--- src/pstx_pkg.sv ---
// package for the single-wire sensor link: sync qualifier and manchester frame sender
// assumes one 125 MHz clock that stands in for the oscillator
`default_nettype none
package pstx_pkg;
	localparam int CLK_MHZ  = 125;
	localparam int TICK_DIV = 2;
	localparam int TICK_NS  = TICK_DIV * 1000 / CLK_MHZ;
	localparam int START_BITS = 2;
	localparam int WORD_HI    = 10;
	localparam int WORD_LO    = 8;
	localparam int CRC_BITS   = 3;
	localparam int PAR_BITS   = 1;
	localparam int FRAME_MAX  = START_BITS + WORD_HI + CRC_BITS;
	localparam int INTERP_STEPS = 16;
	localparam logic [2:0] CRC_SEED = 3'h7;
	localparam logic [2:0] CRC_POLY = 3'h3;

	typedef enum logic [2:0] {
		ST_IDLE  = 3'h1,
		ST_QUAL  = 3'h2,
		ST_BLANK = 3'h4
	} pstx_state_type;

	typedef struct packed {
		logic sync_blank_select;
		logic word_length_select;
		logic crc_select;
		logic pulldown_enable;
	} pstx_cfg_type;
endpackage
`default_nettype wire

--- src/pstx_top.sv ---
// sync pulse qualifier, blanking, slot delay, pulldown and manchester-2 frame sender
// assumes comparator, config and sample inputs are synchronous to clk
// Notes on behaviour
// sample comparator at half rate, count highs
// after fixed time, count above minimum means valid
// valid sync pulses flag, starts response scheduling
// detector reset, disabled for blanking; fixed default
// variable blanking: slot delay plus frame bits
// hold sync filter in reset after valid
// failed candidate resets timers, rearms next sample
// timers start at first comparator high sample
// wait slot delay after sync before sending
// optional pulldown after delay, for set duration
// zero rises mid-bit, one falls mid-bit
// mid-bit edge always; idle at quiescent current
// two start bits, 8/10 data, check bits
// data word goes out LSB first
// config picks parity bit or 3-bit CRC
// parity makes count of ones even
// CRC polynomial x^3+x+1, seed all ones
// CRC over data LSB first, three zeros appended
// CRC table values hold for 10-bit words
// sent word interpolated 16:1 between two samples
// both start bits are sent as zero
`default_nettype none
module pstx_top #(
	parameter int TW          = 18,
	parameter int BIT_NS      = 8000,
	parameter int QUAL_NS     = 4000,
	parameter int MIN_SYNC_NS = 2000,
	parameter int BLANK500_NS = 500000,
	parameter int LPF_RST_NS  = 10000,
	parameter int PD_DLY_NS   = 5000,
	parameter int PD_ON_NS    = 10000,
	parameter int SAMPLE_NS   = 16000
) (
	input  wire logic                  clk,
	input  wire logic                  rstn,
	input  wire logic                  sync_cmp,
	input  wire pstx_pkg::pstx_cfg_type cfg,
	input  wire logic [TW-1:0]         slot_delay,
	input  wire logic                  sample_strobe,
	input  wire logic [9:0]            sample_data,
	output var  logic                  sync_valid,
	output var  logic [TW-1:0]         trigger_time_ref,
	output var  logic                  sync_filter_reset,
	output var  logic                  mod_current,
	output var  logic                  tx_busy
);
	localparam int TK         = pstx_pkg::TICK_NS;
	localparam int QUAL_TICKS = (QUAL_NS + TK - 1) / TK;
	localparam int MIN_TICKS  = (MIN_SYNC_NS + TK - 1) / TK;
	localparam int B500_TICKS = (BLANK500_NS + TK - 1) / TK;
	localparam int LPF_TICKS  = (LPF_RST_NS + TK - 1) / TK;
	localparam int PDD_TICKS  = (PD_DLY_NS + TK - 1) / TK;
	localparam int PDO_TICKS  = (PD_ON_NS + TK - 1) / TK;
	localparam int BIT_TICKS  = BIT_NS / TK;
	localparam int HALF_TICKS = BIT_TICKS / 2;
	localparam int SUB_TICKS  = SAMPLE_NS / TK / pstx_pkg::INTERP_STEPS;
	localparam int FM         = pstx_pkg::FRAME_MAX;

	generate
		if (HALF_TICKS < 1 || SUB_TICKS < 1 || TW < 8 || TW > 30 ||
			B500_TICKS >= (1 << TW) || QUAL_TICKS >= (1 << TW) ||
			QUAL_TICKS + LPF_TICKS >= (1 << TW) || PDD_TICKS + PDO_TICKS >= (1 << TW)) begin : g_chk
			$error("pstx_top: timing parameters do not fit the counters");
		end
	endgenerate

	// reset release through two flops
	logic rst_meta_q, rst_n_q;
	always_ff @(posedge clk or negedge rstn) begin
		if (!rstn) begin
			rst_meta_q <= 1'b0;
			rst_n_q    <= 1'b0;
		end else begin
			rst_meta_q <= 1'b1;
			rst_n_q    <= rst_meta_q;
		end
	end

	// half-rate sample enable
	logic tick_q;
	always_ff @(posedge clk or negedge rst_n_q) begin
		if (!rst_n_q) tick_q <= 1'b0;
		else          tick_q <= ~tick_q;
	end
	wire logic tick = tick_q;

	// sync qualifier
	pstx_pkg::pstx_state_type st_q, st_d;
	logic [TW-1:0] trig_q, det_q;
	logic          armed_q;
	wire logic [4:0] nbits_w = 5'(pstx_pkg::START_BITS +
		(cfg.word_length_select ? pstx_pkg::WORD_HI : pstx_pkg::WORD_LO) +
		(cfg.crc_select ? pstx_pkg::CRC_BITS : pstx_pkg::PAR_BITS));
	wire logic [TW-1:0] var_blank_w = slot_delay + TW'(nbits_w * BIT_TICKS);
	wire logic [TW-1:0] blank_len_w = cfg.sync_blank_select ? var_blank_w
		: TW'(B500_TICKS);
	wire logic qual_done_w = (st_q == pstx_pkg::ST_QUAL) && (trig_q == TW'(QUAL_TICKS));
	wire logic valid_w     = qual_done_w && (det_q > TW'(MIN_TICKS));
	wire logic start_w     = (st_q == pstx_pkg::ST_IDLE) && sync_cmp;
	wire logic trig_sat_w  = &trig_q;

	always_comb begin
		st_d = st_q;
		case (st_q)
			pstx_pkg::ST_IDLE: begin
				if (start_w) st_d = pstx_pkg::ST_QUAL;
			end
			pstx_pkg::ST_QUAL: begin
				if (qual_done_w) st_d = valid_w ? pstx_pkg::ST_BLANK : pstx_pkg::ST_IDLE;
			end
			pstx_pkg::ST_BLANK: begin
				if (trig_q >= blank_len_w) st_d = pstx_pkg::ST_IDLE;
			end
			default: st_d = pstx_pkg::ST_IDLE;
		endcase
	end

	always_ff @(posedge clk or negedge rst_n_q) begin
		if (!rst_n_q) st_q <= pstx_pkg::ST_IDLE;
		else if (tick) st_q <= st_d;
	end

	// trigger reference runs from the first high sample so jitter stays at one tick
	always_ff @(posedge clk or negedge rst_n_q) begin
		if (!rst_n_q) trig_q <= '0;
		else if (tick) begin
			if (st_q == pstx_pkg::ST_IDLE) trig_q <= '0;
			else if (!trig_sat_w) trig_q <= trig_q + TW'(1);
		end
	end

	// detection counter: counts only while qualifying, cleared and idle while blanking
	always_ff @(posedge clk or negedge rst_n_q) begin
		if (!rst_n_q) det_q <= '0;
		else if (tick) begin
			if (start_w) det_q <= TW'(1);
			else if (st_q == pstx_pkg::ST_QUAL && sync_cmp) det_q <= det_q + TW'(1);
			else if (st_q != pstx_pkg::ST_QUAL) det_q <= '0;
		end
	end

	// interpolation between the two latest samples
	logic [9:0] prev_q, cur_q, word_q;
	logic [3:0] phase_q;
	logic [15:0] sub_q;
	wire logic [9:0] samp_w = cfg.word_length_select ? sample_data
		: {{2{sample_data[7]}}, sample_data[7:0]};
	wire logic signed [10:0] diff_w = $signed({cur_q[9], cur_q}) - $signed({prev_q[9], prev_q});
	// operands widened first so the product of difference and phase cannot wrap
	wire logic signed [15:0] prod_w = 16'(diff_w) * 16'($signed({1'b0, phase_q}));
	wire logic signed [15:0] step_w = prod_w >>> 4;
	wire logic [9:0] interp_w = prev_q + step_w[9:0];

	always_ff @(posedge clk or negedge rst_n_q) begin
		if (!rst_n_q) begin
			prev_q  <= '0;
			cur_q   <= '0;
			phase_q <= '0;
			sub_q   <= '0;
		end else if (sample_strobe) begin
			prev_q  <= cur_q;
			cur_q   <= samp_w;
			phase_q <= '0;
			sub_q   <= '0;
		end else if (tick) begin
			if (sub_q == 16'(SUB_TICKS - 1)) begin
				sub_q <= '0;
				if (phase_q != 4'hF) phase_q <= phase_q + 4'h1;
			end else begin
				sub_q <= sub_q + 16'h0001;
			end
		end
	end

	// check bits
	function automatic logic [2:0] crc3(input logic [9:0] w, input logic [3:0] n);
		logic [2:0] r;
		logic       b;
		logic       fb;
		r = pstx_pkg::CRC_SEED;
		for (int i = 0; i < 13; i++) begin
			if (i < int'(n) + pstx_pkg::CRC_BITS) begin
				b  = (i < int'(n)) ? w[i] : 1'b0;
				fb = r[2];
				r  = {r[1:0], b} ^ (fb ? pstx_pkg::CRC_POLY : 3'h0);
			end
		end
		return r;
	endfunction

	wire logic [3:0] wlen_w = cfg.word_length_select ? 4'(pstx_pkg::WORD_HI) : 4'(pstx_pkg::WORD_LO);
	wire logic [9:0] wmask_w = cfg.word_length_select ? word_q : {2'h0, word_q[7:0]};
	wire logic [2:0] crc_w = crc3(wmask_w, wlen_w);
	wire logic par_w = ^wmask_w;
	logic [FM-1:0] frame_w;
	always_comb begin
		frame_w = '0;
		frame_w[pstx_pkg::START_BITS +: 10] = wmask_w;
		if (cfg.crc_select) begin
			frame_w[pstx_pkg::START_BITS + int'(wlen_w)]     = crc_w[2];
			frame_w[pstx_pkg::START_BITS + int'(wlen_w) + 1] = crc_w[1];
			frame_w[pstx_pkg::START_BITS + int'(wlen_w) + 2] = crc_w[0];
		end else begin
			frame_w[pstx_pkg::START_BITS + int'(wlen_w)] = par_w;
		end
	end

	// word capture and slot delay arming
	wire logic tx_go_w = tick && armed_q && !tx_busy && (trig_q >= slot_delay);
	always_ff @(posedge clk or negedge rst_n_q) begin
		if (!rst_n_q) begin
			armed_q <= 1'b0;
			word_q  <= '0;
		end else if (tick && valid_w) begin
			armed_q <= 1'b1;
			word_q  <= interp_w;
		end else if (tx_go_w || (tick && st_q == pstx_pkg::ST_IDLE)) begin
			armed_q <= 1'b0;
		end
	end

	// manchester sender
	logic [FM-1:0] sh_q;
	logic [4:0]    left_q;
	logic [15:0]   half_q;
	logic          second_q;
	wire logic half_end_w = tick && tx_busy && (half_q == 16'(HALF_TICKS - 1));
	always_ff @(posedge clk or negedge rst_n_q) begin
		if (!rst_n_q) begin
			tx_busy  <= 1'b0;
			sh_q     <= '0;
			left_q   <= '0;
			half_q   <= '0;
			second_q <= 1'b0;
		end else if (tx_go_w) begin
			tx_busy  <= 1'b1;
			sh_q     <= frame_w;
			left_q   <= nbits_w;
			half_q   <= '0;
			second_q <= 1'b0;
		end else if (half_end_w) begin
			half_q   <= '0;
			second_q <= ~second_q;
			if (second_q) begin
				sh_q   <= sh_q >> 1;
				left_q <= left_q - 5'h01;
				if (left_q == 5'h01) tx_busy <= 1'b0;
			end
		end else if (tick && tx_busy) begin
			half_q <= half_q + 16'h0001;
		end
	end

	// high current in the second half means zero, in the first half means one
	wire logic tx_level_w = tx_busy && (second_q ? ~sh_q[0] : sh_q[0]);
	wire logic pd_on_w = cfg.pulldown_enable && (st_q == pstx_pkg::ST_BLANK) &&
		(trig_q >= TW'(PDD_TICKS)) && (trig_q < TW'(PDD_TICKS + PDO_TICKS));
	wire logic lpf_d_w = (st_q == pstx_pkg::ST_BLANK) &&
		(trig_q < TW'(QUAL_TICKS + LPF_TICKS));

	// outputs straight from flops; sync flag is one clk wide
	always_ff @(posedge clk or negedge rst_n_q) begin
		if (!rst_n_q) begin
			sync_valid        <= 1'b0;
			trigger_time_ref  <= '0;
			sync_filter_reset <= 1'b0;
			mod_current       <= 1'b0;
		end else begin
			sync_valid        <= tick && valid_w;
			trigger_time_ref  <= trig_q;
			sync_filter_reset <= lpf_d_w || (tick && valid_w);
			mod_current       <= (tx_level_w && tx_busy) || pd_on_w;
		end
	end
endmodule // pstx_top
`default_nettype wire

--- config.mk ---
export PLATFORM = sky130hd
export DESIGN_NAME = pstx_top
export DESIGN_NICKNAME = d
export VERILOG_FILES = /design/src/pstx_pkg.sv /design/src/pstx_top.sv
export SDC_FILE = /design/constraint.sdc
export NUM_CORES = 1
export LEC_CHECK = 0
export BUFFER_PORTS_ARGS = -buffer_cell sky130_fd_sc_hd__buf_2
export CORE_MARGIN = 3
export CORE_UTILIZATION = 40
export DETAILED_ROUTE_END_ITERATION = 10
export PLACE_DENSITY = 0.58
export SLEW_MARGIN = 20
export SYNTH_ARGS = -nofsm -noshare
export SYNTH_HDL_FRONTEND = slang
export SYNTH_SLANG_ARGS = --single-unit
--- constraint.sdc ---
create_clock -name clk -period 11.9 [get_ports clk]
set_input_delay 1.19 -clock clk [delete_from_list [all_inputs] [get_ports clk]]
set_output_delay 1.19 -clock clk [all_outputs]
set_load 0.02 [all_outputs]
# == Word-level counts from Yosys, hierarchy flattened ==
# Index checks and enable logic that the tools add are counted.
# totals
regBits,152
inputBits,36
# classes
n_mux,90
n_eq_ne,13
bitwise,16
reduce_logical,41
addsub,15
order_cmp,38
multipliers,2
# op_table
operator,count
"less-than comparator 4 x 32 -> 1 bit, first input constant",4
"less-than comparator 5 x 32 -> 1 bit, first input constant",4
2-to-1 mux 18 bit,6
2-to-1 mux 16 bit,6
"greater-or-equal comparator 32 x 1 -> 1 bit, second input constant",2
"less-than comparator 3 x 32 -> 1 bit, first input constant",2
"less-than comparator 32 x 6 -> 1 bit, second input constant",2
bitwise mux 15 bit,4
2-to-1 mux 15 bit,4
2-to-1 mux 3 bit,16
"adder 18 x 1 -> 18 bit, second input constant",2
greater-or-equal comparator 18 bit,2
"less-than comparator 18 x 10 -> 1 bit, second input constant",2
bitwise XOR 3 x 2 -> 3 bit,12
"adder 16 x 1 -> 16 bit, second input constant",2
"adder 32 x 2 -> 32 bit, second input constant",1
"adder 32 x 3 -> 32 bit, second input constant",1
"less-than comparator 1 x 32 -> 1 bit, first input constant",1
"less-than comparator 2 x 32 -> 1 bit, first input constant",1
2-to-1 mux 2 bit,16
2-to-1 mux 1 bit,25
logical AND 1 bit,20
"less-than comparator 4 bit, first input constant",5
2-to-1 mux 10 bit,2
other kinds (44),73

# == Depth between registers and ports, before layout ==
# depth
depth_word,45
ltp_mapped,29
depth_no_buf,29

# == Least setup slack after synthesis ==
# Ideal clock, no wire load.
# synth_path
path_kind,register -> register
from,reg prev_q[1]
to,reg word_q[9]
synth_period_minus_slack_ns,5.576
path_slack_ns,6.324
t_arrival_ns,5.494
path_stages_with_launch,29
t_required_ns,11.817
cell_sequence,dfrtp_1 inv_1 ha_1 nor2b_1 o21ai_0 a21boi_0 nor2_1 and2_1 ha_1 fa_1 inv_1 fa_1 inv_1 ha_1 nand4_1 o22ai_1 o21a_1 o21a_1 o21a_1 nor2_1 xnor2_1 ha_1 o21ai_0 nand2b_1 a21oi_1 a21oi_1 a31oi_1 xnor3_1 o21ai_0
# synth_between
elab_chain_len,3
# synth_rtl
element,line,rtl
start: declaration,pstx_top.sv:146,"logic [9:0] prev_q, cur_q, word_q;"
start signal: assignment,pstx_top.sv:164,prev_q <= cur_q;
subtractor 10 x 10 -> 11 bit,pstx_top.sv:151,"wire logic signed [10:0] diff_w = $signed({cur_q[9], cur_q}) - $signed({prev_q[9], prev_q});"
multiplier 11 x 5 -> 14 bit,pstx_top.sv:153,"wire logic signed [15:0] prod_w = 16'(diff_w) * 16'($signed({1'b0, phase_q}));"
adder 10 bit *,pstx_top.sv:155,wire logic [9:0] interp_w = prev_q + step_w[9:0];
end signal: assignment,pstx_top.sv:219,word_q <= interp_w;
end: declaration,pstx_top.sv:146,
# Every way passes the cells marked *; elsewhere a longest branch is shown, timed or not.
# A chain may end at the register's enable or synchronous reset.

# == Final worst setup path ==
# Same ends and word-level chain as after synthesis.

==> flow_summary.ini <==
[pwr]
power_density_nw_per_um2 = 119.2
p_total_w = 0.001438
worst_ir_drop_vdd_v = 0.00006575
cellLeakagePower_nw = 5.660

[place]
dp_hpwl_um = 17870
dpl_cell_area_sq_um = 11470
port_buffers = 57
dp_cells = 1562
gp_congestion = 0.8392

[logic_synthesis]
synth_edf_count = 0
synthArstFlopShare = 1.000
netlist_area_sq_um = 10870
ys.flop_type = dfrtp_1
yosysUniqueCellTypes = 77
ys_seq_elements = 152
synth_warnings = 0
synthCells = 1199
syn_area_per_cell_sq_um = 9.068
ys_seq_area_frac = 0.3499

[routing]
vias_per_cell = 5.287
antenna_left = 0
drt-initial-drc-count = 535
drt_wl_total_um = 24090
drc_errors = 0
post_drt_wl_per_cell_um = 15.11
vias = 8427
drt-pass1-iter-count = 4

[global_route]
grt_start_max_net_pins = 70
grt_antenna_before_repair = 0
grt_pass1_vias = 8234
grt_pass1_wl_um = 41320
groute.usage.overall = 0.1729
globalRoute.totalOverflow = 0

[timing]
worst_pin_slew_ns = 1.090
period_share = 0.5105
clock-skew-final_ns = 0.01873
setup-violations-final = 0
hold_viol_final = 0
relSlewSlack = 0.2707
rsz0062_at_grt = no
clock.fmax_mhz = 164.6
period_minus_slack_ns = 6.075
slew_violations = 0
fin_tns_setup_ns = 0

[floorplanning]
row_count = 59
dieArea_sq_um = 29200
dieHeight_um = 170.9
ioPinCount = 58
initial_core_util = 0.4126
die_w_um = 170.9
core_sq_um = 26350

[finish]
antennaDiodeCount = 0
area_growth_pct = 10.96
final_area_sq_um = 12060
utilization = 0.4578
fin_cells = 1594
drive_gt1_frac = 0.09929
fin_nets = 1410
fillCellCount = 2523

[flow_run]
cap_violations = 0

[clocking]
cts-buffers-inserted = 17
cts.clk_slew.worst_paths_ns = 0.07
cts.repair.resized = 0
htree_num_levels = 4
cts_tree = yes
root_buffer = clkbuf_16
hold_buffers = 0
clockBufferDepth = 2
cts.sinks = 152
cts_setup_buffers = 0
clk_latency_ns = 0.44

[setup_path]
critPathRequiredTime_ns = 12.25
ff2ff_path_depth = 28
critPathLaunchType = flip-flop
max_stage_delay_ns = 0.54
crit_top_cell = ha_1
arrival_ns = 6.42
crit_type = reg -> reg
crit_fanout = 4
endpoint_kind = flip-flop
r2r-end = word_q[9]
reg2reg_slack_ns = 5.83
crit-reg2reg-launch = prev_q[1]
cpMaxStageDelayCell = fa_1

[min_path]
min_path_type = reg -> async

[run_status]
status = completed
[state kept, by name, summed over array words and instances (netlist names)]
signal and flops:
det_q 18, trig_q 18, trigger_time_ref 18, half_q 16, sub_q 16, sh_q 15
cur_q 10, prev_q 10, word_q 10, left_q 5, phase_q 4, st_q 3
armed_q 1, mod_current 1, rst_meta_q 1, rst_n_q 1, second_q 1, sync_filter_reset 1
sync_valid 1, tick 1, tx_busy 1
[power breakdown]
| group | switching (W) | leakage, nW | total (W) | internal, W |
|---|---|---|---|---|
| Sequential | 0.0000257 | 1.86 | 0.000560 | 0.000535 |
| Clock | 0.000267 | 0.293 | 0.000551 | 0.000285 |
| Combinational | 0.000188 | 3.51 | 0.000326 | 0.000139 |
| Total | 0.000480 | 5.66 | 0.00144 | 0.000958 |
[Yosys cell counts, drive strengths merged (10+ instances only)]
cell      n  area (sq um)
nor4     14         123.9
a21oi    62         310.3
a21o     19         142.6
o21a     12         90.09
clkbuf   23         87.58
fa       22         440.4
xnor2    46         410.4
buf      11         61.31
nor2b    16         100.1
nand3    43         215.2
nor3     30         171.4
nand2b   20         125.1
nand4    17         106.4
or3      12         80.08
ha      106          1326
dfrtp   151          3779
o21ai    86         430.4
mux2     14         157.7
inv      93         349.1
mux2i    10         100.1
nor2    102         382.9
nand2   113         431.7
and2     34         212.7
xor2     43         376.6
[worst max-delay path: cells and delay by family (launching register included)]
family          cells  cell delay, ns
fa+ha+maj           6            2.29
compound gates     11            1.90
simple gates        6            0.66
xor+xnor            2            0.53
flops               1            0.42
buf+inv             3            0.21
[metrics by stage]
step | setup slack, ns | hold WS [ns]
after detailed placement | 5.815 | 0.2541
after floorplan | 6.324 | 0.3312
after CTS | 5.806 | 0.2572
final | 5.825 | 0.2408
after global routing | 5.274 | 0.2814
after global placement | 5.952 | 0.2560
[area by class of cell]
class | instances | area (sq um) | area share
Clock inverter | 15 | 168.9 | 0.01400
Tap cell | 335 | 419.2 | 0.03474
Sequential cell | 152 | 3809 | 0.3157
Multi-Input combinational cell | 920 | 6574 | 0.5449
Inverter | 94 | 352.8 | 0.02925
Clock buffer | 17 | 425.4 | 0.03526
Timing Repair Buffer | 61 | 315.3 | 0.02614
[layer usage]
| layer | share of wire | global-route usage |
|---|---|---|
| met5 | 0 | 0 |
| met4 | 0.0065 | 0.03464 |
| met3 | 0.025 | 0.02796 |
| met2 | 0.46 | 0.2786 |
| met1 | 0.51 | 0.2479 |
[cells in the final DEF, fill, tap and decap left out, types with 7 or more instances in the layout]
cell type / Yosys / final
fa_1: 22 / 22
mux2i_1: 10 / 10
and3_1: 9 / 9
mux2_2: 14 / 14
clkbuf_16: 0 / 17
nor4_1: 11 / 11
inv_1: 93 / 93
buf_2: 7 / 57
o21ai_0: 79 / 78
nand3_1: 43 / 43
nor2_1: 102 / 102
nand2_1: 112 / 112
ha_1: 106 / 106
xnor2_1: 45 / 45
o21ai_1: 7 / 7
nand4_1: 17 / 17
nand2b_1: 20 / 20
a31oi_1: 9 / 9
dfrtp_1: 151 / 150
o21a_1: 12 / 12
a21oi_1: 62 / 62
nor3_1: 27 / 27
a211oi_1: 7 / 7
xor2_1: 43 / 43
or3_1: 11 / 11
a21o_1: 19 / 19
nor2b_1: 16 / 16
and2_1: 34 / 34
[worst max path at each step]
stage,from,endpoint,cells past startpoint
3_5_place_dp,prev_q[1],word_q[9],28
3_3_place_gp,prev_q[1],word_q[9],28
5_1_grt,prev_q[1],word_q[9],28
2_1_floorplan,prev_q[1],word_q[9],28
6_report,prev_q[1],word_q[9],28
4_1_cts,prev_q[1],word_q[9],28
[logic make-up (layout without fill, tap and decap cells)]
family          after synthesis  after routing  share of synthesized area
simple gates                432            432                     0.2026
compound gates              242            242                     0.1360
flops                       152            152                     0.3499
fa+ha+maj                   128            128                     0.1625
buf+inv                     128            187                    0.04614
xor+xnor                     92             92                    0.07871
mux                          24             24                    0.02371
other cells                   1              2                  0.0003449
Note: power is estimated with default switching activity, not from simulation.
